File: config.mk
export PLATFORM = sky130hd
export DESIGN_NAME = hbcd_core
export DESIGN_NICKNAME = d
export VERILOG_FILES = /design/src/shared/hbcd_pkg.sv /design/src/logic/hbcd_core.sv
export SDC_FILE = /design/constraint.sdc
export NUM_CORES = 1
export LEC_CHECK = 0
export ABC_AREA = 1
export BUFFER_PORTS_ARGS = -buffer_cell sky130_fd_sc_hd__clkbuf_2
export CORE_ASPECT_RATIO = 1.2
export CORE_UTILIZATION = 40
export CTS_CLUSTER_SIZE = 30
export DETAILED_ROUTE_END_ITERATION = 10
export HOLD_SLACK_MARGIN = 0.08
export PLACE_DENSITY_LB_ADDON = 0.2
export SLEW_MARGIN = 20
export SYNTH_ARGS = -nofsm -noshare
export SYNTH_HDL_FRONTEND = slang
export SYNTH_SLANG_ARGS = --single-unit
File: constraint.sdc
create_clock -name core_clk -period 1.3 [get_ports core_clk]
set_input_delay 0 -clock core_clk [delete_from_list [all_inputs] [get_ports core_clk]]
set_output_delay 0 -clock core_clk [all_outputs]
set_load 0.05 [all_outputs]
File: src/shared/hbcd_pkg.sv
// Package of the half-bridge control and diagnosis block.
// Holds register map, field layout, reset values and timing counts.
// Assumes a 25 MHz core clock.
package hbcd_pkg;

  // ------------------------------------------------------------
  // Timing
  // ------------------------------------------------------------
  localparam int CLK_MHZ        = 25;                // Core clock rate
  localparam int BBM_NS         = 1000;              // Dead time between sides
  localparam int BBM_CYC        = (BBM_NS * CLK_MHZ + 999) / 1000;
  localparam int OC_FILT_NS     = 500;               // Overcurrent filter, least time
  localparam int OC_FILT_CYC    = (OC_FILT_NS * CLK_MHZ + 999) / 1000;
  localparam int DIAG_ACT_US    = 60;                // Diag activation time, least
  localparam int DIAG_ACT_CYC   = DIAG_ACT_US * CLK_MHZ;
  localparam int DIAG_FILT_NS   = 500;               // Diag disturbance filter, least
  localparam int DIAG_FILT_CYC  = (DIAG_FILT_NS * CLK_MHZ + 999) / 1000;

  // ------------------------------------------------------------
  // Register map (word addresses; word index is byte address bits 4:2)
  // ------------------------------------------------------------
  localparam logic [2:0] REG_SETUP   = 3'h0;         // bridge_setup_register
  localparam logic [2:0] REG_ENABLE  = 3'h1;         // output_enable_register_two
  localparam logic [2:0] REG_COMMAND = 3'h2;         // output_command_register_two
  localparam logic [2:0] REG_OFFDIAG = 3'h3;         // bridge_off_diag_register
  localparam logic [2:0] REG_FAULT   = 3'h4;         // bridge_fault_register

  // Setup register fields
  localparam int SETUP_MODE_LSB  = 0;                // bridge_switch_mode_bit [3:0]
  localparam int SETUP_FREE_LSB  = 4;                // bridge_freewheel_active_bit [7:4]
  localparam int SETUP_FBA_BIT   = 8;                // pair_a_full_bridge_flag
  localparam int SETUP_FBB_BIT   = 9;                // pair_b_full_bridge_flag
  localparam int COMMAND_PIN_BIT = 4;                // Select pins instead of command bits

  // Fault register fields
  localparam int FAULT_OC_LSB    = 0;                // bridge_overcurrent_flag [3:0]
  localparam int FAULT_OTA_BIT   = 4;                // pair_a_overtemp_flag
  localparam int FAULT_OTB_BIT   = 5;                // pair_b_overtemp_flag

  // Reset values
  localparam logic [31:0] SETUP_RST   = 32'h0000_0000;
  localparam logic [3:0]  ENABLE_RST  = 4'h0;
  localparam logic [4:0]  COMMAND_RST = 5'h00;

  // Off diagnosis codes
  localparam logic [1:0] DIAG_NONE    = 2'h0;        // No failure
  localparam logic [1:0] DIAG_OL_HS   = 2'h1;        // Open load, high-side mode
  localparam logic [1:0] DIAG_OL_LS   = 2'h2;        // Open load, low-side mode
  localparam logic [1:0] DIAG_SHORT   = 2'h3;        // Short in off
  localparam logic [1:0] FB_SCB       = 2'h2;        // Full bridge: battery short
  localparam logic [1:0] FB_SCG       = 2'h1;        // Full bridge: ground short / OL

  // Gate phase of one channel
  typedef enum logic [1:0] {
    HBCD_OFF,
    HBCD_LOW,
    HBCD_HIGH,
    HBCD_DEAD
  } hbcd_phase_e;

  // Analog comparator results of one channel
  typedef struct packed {
    logic oc;                                        // Overcurrent comparator
    logic open_load;                                 // Open load in off
    logic short_off;                                 // Short in off (mode dependent)
  } hbcd_sense_s;

  // Gate drive of one channel
  typedef struct packed {
    logic high_on;                                   // High-side gate
    logic low_on;                                    // Low-side gate
  } hbcd_gate_s;

endpackage

File: src/logic/hbcd_core.sv
// Four-channel half-bridge gate control with protection and off diagnosis.
// Assumes synchronous analog comparator inputs and an Avalon-MM master.
//
// Implementation choices: the Avalon-MM interface to the registers and the placing of the registers.
`timescale 1ns/10ps
`default_nettype none

// What this block does
// - Mode bit selects low-side or high-side switching
// - Enable low forces both transistors off
// - Low-side passive: low side follows command
// - Low-side active: command picks low or high
// - High-side passive: high side follows command
// - High-side active: command picks high or low
// - Dead time between alternating high and low
// - Pair flags only affect off diagnosis
// - Filtered overcurrent turns off and flags channel
// - Overtemperature holds outputs off until cooled
// - Overcurrent per channel, overtemp per pair
// - Latch off diagnosis after activation time
// - Active freewheel needs disable; passive needs off
// - Full bridge diagnosis needs both halves off
// - Disturbance filter before diagnosis bits set
// - Diagnosis register refreshes every cycle, read or not
// - Short check depends on mode; open load same
// - Single-channel two-bit prioritised off codes
// - Full-bridge single fault code pairs
// - Full-bridge double fault code pairs
module hbcd_core #(
  parameter int DIAG_ACT_CYC = hbcd_pkg::DIAG_ACT_CYC  // Activation time in cycles
) (
  input  wire logic                      core_clk,            // 25 MHz clock
  input  wire logic                      resetn,              // Async reset, active low
  input  wire logic [2:0]                avs_address,         // Word address
  input  wire logic                      avs_read,            // Read request
  input  wire logic                      avs_write,           // Write request
  input  wire logic [31:0]               avs_writedata,       // Write data
  input  wire logic [3:0]                avs_byteenable,      // Byte lanes
  output var  logic [31:0]               avs_readdata,        // Read data
  output var  logic                      avs_waitrequest,     // Stall
  input  wire logic [3:0]                direct_drive_input,  // Direct on pins per channel
  input  wire hbcd_pkg::hbcd_sense_s [3:0] sense,             // Comparators per channel
  input  wire logic [1:0]                overtemp_pair,       // Overtemperature (hysteresis in sensor)
  output var  hbcd_pkg::hbcd_gate_s [3:0] gate                // Gate drives
);

  // ------------------------------------------------------------
  // State
  // ------------------------------------------------------------
  localparam int CW = 13;                                     // Counter width

  typedef struct packed {
    logic [31:0]                      setup;                 // Mode, freewheel, pair flags
    logic [3:0]                       enable;                // Channel enables
    logic [4:0]                       command;               // On commands and pin select
    logic [3:0]                       oc_flag;               // Latched overcurrent
    logic [1:0]                       ot_flag;               // Overtemperature flags
    logic [7:0]                       diag;                  // Off diagnosis codes
    hbcd_pkg::hbcd_phase_e [3:0]      phase;                 // Gate phase
    logic [3:0][4:0]                  dead_cnt;              // Dead time counters
    logic [3:0][3:0]                  oc_cnt;                // Overcurrent filter
    logic [3:0][CW-1:0]               act_cnt;               // Activation timers
    logic [3:0][3:0]                  filt_cnt;              // Disturbance filters
    hbcd_pkg::hbcd_gate_s [3:0]       gate;                  // Registered gates
    logic [31:0]                      rdata;                 // Read data
    logic                             wait_n;                // Answer phase
  } hbcd_state_s;

  hbcd_state_s st_reg;                                        // Current state
  hbcd_state_s st_next;                                       // Next state

  logic [3:0]  want_high;                                     // Desired high gate
  logic [3:0]  want_low;                                      // Desired low gate
  logic [3:0]  on_cmd;                                        // Effective on command
  logic [3:0]  diag_act;                                      // Off diagnosis armed
  logic [3:0]  diag_ready;                                    // Timers expired
  logic [7:0]  live_diag;                                     // Present detection codes
  logic [3:0]  mode;                                          // Switch mode per channel
  logic [3:0]  free;                                          // Active freewheel per channel
  logic [1:0]  fb_en;                                         // Full bridge flags

  assign mode  = st_reg.setup[hbcd_pkg::SETUP_MODE_LSB +: 4];
  assign free  = st_reg.setup[hbcd_pkg::SETUP_FREE_LSB +: 4];
  assign fb_en = {st_reg.setup[hbcd_pkg::SETUP_FBB_BIT],
                  st_reg.setup[hbcd_pkg::SETUP_FBA_BIT]};

  // ------------------------------------------------------------
  // Gate truth table and off-diagnosis arming per channel
  // ------------------------------------------------------------
  genvar g;
  generate
    for (g = 0; g < 4; g++) begin : g_ch
      // Command from pins or control bits
      assign on_cmd[g] = st_reg.command[hbcd_pkg::COMMAND_PIN_BIT] ?
                         direct_drive_input[g] : st_reg.command[g];
      // High and low gates wanted
      always_comb begin
        want_high[g] = 1'b0;
        want_low[g]  = 1'b0;
        if (st_reg.enable[g] && !st_reg.ot_flag[g/2] && !st_reg.oc_flag[g]) begin
          if (mode[g]) begin
            want_high[g] = on_cmd[g];
            want_low[g]  = free[g] & ~on_cmd[g];
          end else begin
            want_low[g]  = on_cmd[g];
            want_high[g] = free[g] & ~on_cmd[g];
          end
        end
      end
      // Armed when both gates off in the way freewheel demands
      assign diag_act[g] = !st_reg.gate[g].high_on && !st_reg.gate[g].low_on &&
                           (free[g] ? !st_reg.enable[g] : (!st_reg.enable[g] || !on_cmd[g]));
      assign diag_ready[g] = (st_reg.act_cnt[g] >= CW'(DIAG_ACT_CYC)) &&
                             (st_reg.filt_cnt[g] >= 4'(hbcd_pkg::DIAG_FILT_CYC));
    end
  endgenerate

  // ------------------------------------------------------------
  // Present detection codes, single and full bridge
  // ------------------------------------------------------------
  always_comb begin
    logic a_ol;
    logic a_sh;
    logic b_ol;
    logic b_sh;
    logic both;
    live_diag = st_reg.diag;
    a_ol = 1'b0;
    a_sh = 1'b0;
    b_ol = 1'b0;
    b_sh = 1'b0;
    both = 1'b0;
    for (int c = 0; c < 4; c++) begin
      if (diag_ready[c]) begin
        if (sense[c].short_off)
          live_diag[2*c +: 2] = hbcd_pkg::DIAG_SHORT;
        else if (sense[c].open_load)
          live_diag[2*c +: 2] = mode[c] ? hbcd_pkg::DIAG_OL_HS : hbcd_pkg::DIAG_OL_LS;
        else
          live_diag[2*c +: 2] = hbcd_pkg::DIAG_NONE;
      end
    end
    for (int p = 0; p < 2; p++) begin
      a_sh = sense[2*p].short_off;
      b_sh = sense[2*p+1].short_off;
      a_ol = sense[2*p].open_load;
      b_ol = sense[2*p+1].open_load;
      both = diag_ready[2*p] && diag_ready[2*p+1];
      if (fb_en[p]) begin
        live_diag[4*p +: 4] = st_reg.diag[4*p +: 4];
        if (both) begin
          // Short flags mean battery on high-side mode, ground otherwise, when the other half shows a fault too; a lone short gives ground on both
          if (b_sh && mode[2*p+1] && a_sh && mode[2*p])
            live_diag[4*p +: 4] = {hbcd_pkg::FB_SCB, hbcd_pkg::FB_SCB};
          else if (b_sh && mode[2*p+1] && a_sh)
            live_diag[4*p +: 4] = {hbcd_pkg::FB_SCB, hbcd_pkg::FB_SCG};
          else if (a_sh && mode[2*p] && (b_sh || b_ol))
            live_diag[4*p +: 4] = {hbcd_pkg::FB_SCG, hbcd_pkg::FB_SCB};
          else if (b_sh && mode[2*p+1] && a_ol)
            live_diag[4*p +: 4] = {hbcd_pkg::FB_SCB, hbcd_pkg::DIAG_NONE};
          else if (a_sh || b_sh)
            live_diag[4*p +: 4] = {hbcd_pkg::FB_SCG, hbcd_pkg::FB_SCG};
          else if (a_ol || b_ol)
            live_diag[4*p +: 4] = {hbcd_pkg::FB_SCG, hbcd_pkg::DIAG_NONE};
          else
            live_diag[4*p +: 4] = 4'h0;
        end
      end
    end
  end

  // ------------------------------------------------------------
  // Next state
  // ------------------------------------------------------------
  always_comb begin
    logic acc;
    logic wr_now;
    acc     = (avs_read || avs_write) && !st_reg.wait_n;
    wr_now  = avs_write && st_reg.wait_n;                     // Answer edge of a write
    st_next = st_reg;
    st_next.wait_n = acc;
    // Register writes land at the edge after waitrequest drops, which ends the access
    if (wr_now) begin
      for (int b = 0; b < 4; b++) begin
        if (avs_byteenable[b]) begin
          case (avs_address)
            hbcd_pkg::REG_SETUP:   st_next.setup[8*b +: 8] = avs_writedata[8*b +: 8];
            hbcd_pkg::REG_ENABLE:  if (b == 0) st_next.enable = avs_writedata[3:0];
            hbcd_pkg::REG_COMMAND: if (b == 0) st_next.command = avs_writedata[4:0];
            default: ;
          endcase
        end
      end
      // Disabling a channel releases its overcurrent latch
      if (avs_address == hbcd_pkg::REG_ENABLE && avs_byteenable[0])
        st_next.oc_flag = st_reg.oc_flag & avs_writedata[3:0];
    end
    // Register reads
    if (acc && avs_read) begin
      case (avs_address)
        hbcd_pkg::REG_SETUP:   st_next.rdata = st_reg.setup;
        hbcd_pkg::REG_ENABLE:  st_next.rdata = {28'h000_0000, st_reg.enable};
        hbcd_pkg::REG_COMMAND: st_next.rdata = {27'h000_0000, st_reg.command};
        hbcd_pkg::REG_OFFDIAG: st_next.rdata = {24'h00_0000, st_reg.diag};
        hbcd_pkg::REG_FAULT:   st_next.rdata = {26'h000_0000, st_reg.ot_flag, st_reg.oc_flag};
        default:               st_next.rdata = 32'h0000_0000;
      endcase
    end
    // Diagnosis register follows detection every cycle; reads do not refresh it
    if (acc && avs_read && avs_address == hbcd_pkg::REG_OFFDIAG)
      st_next.diag = live_diag;
    else
      st_next.diag = live_diag;
    // Overtemperature latches follow the sensor with its hysteresis
    st_next.ot_flag = overtemp_pair;
    for (int c = 0; c < 4; c++) begin
      // Overcurrent filter
      if (sense[c].oc && (st_reg.gate[c].high_on || st_reg.gate[c].low_on)) begin
        if (st_reg.oc_cnt[c] >= 4'(hbcd_pkg::OC_FILT_CYC - 1))
          st_next.oc_flag[c] = 1'b1;
        else
          st_next.oc_cnt[c] = st_reg.oc_cnt[c] + 4'h1;
      end else begin
        st_next.oc_cnt[c] = 4'h0;
      end
      // Activation timer and disturbance filter
      if (diag_act[c]) begin
        if (st_reg.act_cnt[c] < CW'(DIAG_ACT_CYC))
          st_next.act_cnt[c] = st_reg.act_cnt[c] + CW'(1);
        if (st_reg.filt_cnt[c] < 4'(hbcd_pkg::DIAG_FILT_CYC))
          st_next.filt_cnt[c] = st_reg.filt_cnt[c] + 4'h1;
      end else begin
        st_next.act_cnt[c]  = '0;
        st_next.filt_cnt[c] = 4'h0;
      end
      // Gate phase with break before make
      st_next.gate[c] = '0;
      case (st_reg.phase[c])
        hbcd_pkg::HBCD_OFF: begin
          if (want_high[c])      st_next.phase[c] = hbcd_pkg::HBCD_HIGH;
          else if (want_low[c])  st_next.phase[c] = hbcd_pkg::HBCD_LOW;
        end
        hbcd_pkg::HBCD_HIGH: begin
          if (!want_high[c]) begin
            st_next.phase[c]    = want_low[c] ? hbcd_pkg::HBCD_DEAD : hbcd_pkg::HBCD_OFF;
            st_next.dead_cnt[c] = 5'h00;
          end else
            st_next.gate[c].high_on = 1'b1;
        end
        hbcd_pkg::HBCD_LOW: begin
          if (!want_low[c]) begin
            st_next.phase[c]    = want_high[c] ? hbcd_pkg::HBCD_DEAD : hbcd_pkg::HBCD_OFF;
            st_next.dead_cnt[c] = 5'h00;
          end else
            st_next.gate[c].low_on = 1'b1;
        end
        hbcd_pkg::HBCD_DEAD: begin
          if (st_reg.dead_cnt[c] >= 5'(hbcd_pkg::BBM_CYC - 1))
            st_next.phase[c] = hbcd_pkg::HBCD_OFF;
          else
            st_next.dead_cnt[c] = st_reg.dead_cnt[c] + 5'h01;
        end
        default: st_next.phase[c] = hbcd_pkg::HBCD_OFF;
      endcase
      // Enable low or fault: immediate off (tristate)
      if (!want_high[c] && !want_low[c])
        st_next.gate[c] = '0;
    end
  end

  // ------------------------------------------------------------
  // State register
  // ------------------------------------------------------------
  always_ff @(posedge core_clk or negedge resetn) begin
    if (!resetn) begin
      st_reg         <= '0;
      st_reg.setup   <= hbcd_pkg::SETUP_RST;
      st_reg.enable  <= hbcd_pkg::ENABLE_RST;
      st_reg.command <= hbcd_pkg::COMMAND_RST;
    end else begin
      st_reg <= st_next;
    end
  end

  assign avs_readdata    = st_reg.rdata;
  assign avs_waitrequest = ~st_reg.wait_n;
  assign gate            = st_reg.gate;

  // ------------------------------------------------------------
  // Assertions
  // ------------------------------------------------------------
  generate
    for (g = 0; g < 4; g++) begin : g_chk

    end
  endgenerate
endmodule

`default_nettype wire

==> results.py <==
metrics = {
    "outcome": {
        "violations": "setup timing",
        "status": "complete, but fails checks",
    },
    "run": {
        "max_cap_viol_count": 0,
    },
    "timing": {
        "period_share": 1.19,
        "setup_viol_count_final": 142,
        "period_minus_slack_ns": 1.55,
        "fmax_mhz": 645,
        "tns_ns": -13.36,
        "setup_slack_ns": -0.250,
        "worst_hold_slack_ns": 0.0631,
        "rsz0062_at_grt": "true",
        "worst_pin_slew_ns": 0.485,
        "hold_violations": 0,
        "slew_violations": 0,
        "slew_headroom": 0.676,
        "finClkSkew_ns": 0.0202,
    },
    "cells_and_area": {
        "nNetsFinal": 1892,
        "fillCellCount": 2391,
        "multi_input_area_um2": 6130,
        "drive_gt1_frac": 0.393,
        "ff_latch_area_um2": 5210,
        "syn_to_final_growth_pct": 46.9,
        "diodes": 0,
        "final_area_um2": 16600,
        "final_cells": 2194,
        "utilization": 0.596,
        "largest_reg_flops": 158,
    },
    "placement": {
        "dp_slack_ns": -0.483,
        "hpwl_um": 20100,
        "portBuffers": 101,
        "placed_cells": 2043,
        "gp_congestion": 0.837,
        "dpl_cell_area_um2": 13500,
    },
    "critical_path": {
        "setup.worst_path.start": "st_reg[171]",
        "cp_data_arrival_time_ns": 1.95,
        "cp.required_ns": 1.70,
        "crit_type": "register to register",
        "cp-end-kind": "register",
        "reg2reg_from": "st_reg[171]",
        "critPathMaxFanout": 6,
        "critical_path.startpoint_type": "register",
        "r2r_slack_ns": -0.25,
    },
    "floorplanning": {
        "dieArea_um2": 28900,
        "ios": 102,
        "rows": 67,
        "die_h_um": 186,
        "fp.dieW_um": 155,
        "core_um2": 27800,
        "start_util": 0.406,
    },
    "synthesis": {
        "async_reset_ff_frac": 1.00,
        "syn-num-nets": 1520,
        "synthFlopType": "dfrtp_1",
        "yosysSeqAreaShare": 0.461,
        "syn_area_um2": 11300,
        "synth_cells": 1429,
        "ys_warn_count": 0,
        "synth_top_area_cell": "dfrtp_1",
        "synth_top_cells_by_area": "dfrtp_1 (46%), nand2_1 (12%), inv_1 (5.8%), nand3_1 (5.7%), nor2_1 (4.4%)",
        "avgSynthCellArea_um2": 7.91,
        "synth_seq_cells": 208,
        "synth.top_cell.area_share": 0.461,
        "synth.distinct_cells": 41,
        "synth-edff-count": 0,
    },
    "pwr": {
        "power-per-cell-area_nw_per_um2": 1430,
        "p_leak_nw": 8.36,
        "power_mw": 23.7,
        "worst_ir_drop_vdd_mv": 1.09,
    },
    "global_routing": {
        "grt_max_degree": 84,
        "grt_usage": 0.205,
        "grt_pass1_vias": 10200,
        "grt_pass1_wl_um": 48100,
        "antenna_found_initial": 0,
        "grt_overflow": 0,
    },
    "routing": {
        "first_iter_violations": 561,
        "antenna_left": 0,
        "first_pass_iters": 5,
        "via_per_inst": 4.80,
        "vias": 10500,
        "drcViolationCount": 0,
        "wl_per_cell_um": 14.1,
        "routed_wl_um": 30900,
    },
    "clocking": {
        "cts_buffers": 24,
        "cts_buffer_depth": 3,
        "cts.sink_count": 208,
        "htreeDepth": 1,
        "cts-root-buf": "clkbuf_16",
        "insertion_delay_ns": 0.53,
        "clkSlewWorstSetupHoldPaths_ns": 0.06,
        "cts_tree": "yes",
    },
    "hold_path": {
        "hp-class": "primary input to register",
        "min-delay-start": "avs_address[0]",
    },
}
metal layers:
metal / global-route usage / up-vias / part of all wire
li1: - / 5294 / -
met1: 0.254 / 5050 / 0.43
met2: 0.368 / 149 / 0.51
met3: 0.0240 / 47 / 0.026
met4: 0.0698 / 0 / 0.026
met5: 0 / - / 0
cell usage after synthesis, types with 2 or more instances:
cell type  count
nand2_1      375
dfrtp_1      208
inv_1        174
nor2_1       132
nand3_1      129
o21ai_0       87
a21oi_1       48
buf_4         40
ha_1          30
mux2_2        19
nor3_1        17
nand4_1       16
o21ai_1       14
inv_2         12
nand2_2       12
xnor2_1       12
xor2_1        12
buf_2         11
nand3_2       11
o21ai_2        8
a31oi_1        7
o31ai_1        6
buf_6          5
nand2_4        5
clkbuf_1       4
nor3b_1        4
o211ai_1       4
a31o_2         3
nor3_2         3
o31ai_2        3
or2_2          3
a21oi_2        2
nand3b_1       2
nor2_2         2
nor2_4         2
o22ai_1        2
critical path, cell delays in order, from the launching register on:
cell and delay (ns):
dfrtp_2 0.48, nand2_1 0.27, nand2_2 0.10, nand2_2 0.07, nand2_2 0.08, nand3_4 0.10
nand2_2 0.07, inv_4 0.08, nand2_4 0.07, nand2_1 0.07, nand2_1 0.05
kinds of logic after synthesis:
group                      count (synthesis)  synth area share
xor gates and xnor gates                  24            0.0186
buffers and inverters                    247             0.100
DFF                                      208             0.461
muxes                                     19            0.0189
AOI/OAI and AO/OA                        187            0.0931
and+or+nand+nor                          714             0.275
adders and majority gates                 30            0.0332
final cells by class:
class | count | share of cell area
clock buffer | 38 | 0.0430
timing repair buffer | 403 | 0.199
tap | 379 | 0.0286
inverter | 187 | 0.0448
multi-input combinational | 977 | 0.369
sequential | 208 | 0.314
clock inverter | 2 | 0.00128
where the power goes:
part / switching (mW) / leakage [nW] / total (mW) / internal, mW
clock network: 2.67 / 0.359 / 6.40 / 3.73
registers: 0.901 / 2.69 / 8.51 / 7.60
logic: 4.78 / 5.31 / 8.84 / 4.06
total: 8.35 / 8.36 / 23.7 / 15.4
repair_timing:
action                                  4_1_cts  5_1_grt
gates cloned                                  1        7
hold buffers                                 58        1
pin swaps                                    33       60
endpoints found under the setup margin      137      191
gates resized for setup                     138      277
endpoints found under the hold margin       288        7
buffers inserted                             22       29
layout by cell type, fill, tap and decap left out, drive strengths merged:
master / Yosys / layout
a22oi: 1 / 1
clkinv: 0 / 2
mux2: 19 / 19
o21ai: 109 / 109
nor3: 20 / 20
xor2: 12 / 12
o211ai: 4 / 4
a21oi: 50 / 50
or2: 4 / 4
clkbuf: 4 / 142
o2111ai: 1 / 1
xnor2: 12 / 12
a31o: 3 / 3
dlygate4sd3: 0 / 59
inv: 187 / 186
nand3b: 2 / 2
ha: 30 / 30
nor2: 136 / 137
a31oi: 7 / 7
o22ai: 2 / 2
nand4: 16 / 16
nor3b: 4 / 4
clkinvlp: 0 / 1
nand3: 140 / 140
a21boi: 1 / 1
nand2: 392 / 394
dfrtp: 208 / 208
buf: 56 / 240
o31ai: 9 / 9
path summary, 6_finish.rpt:
check	endpoint	cells after the start
worst min register to register	st_reg[157]	2
max in group asynchronous	st_reg[62]	4
worst max register to register	st_reg[143]	10
worst min-delay path	st_reg[169]	5
min in group asynchronous	st_reg[65]	4
worst max-delay path	st_reg[143]	10
Note: power is estimated with default switching activity, not from simulation.
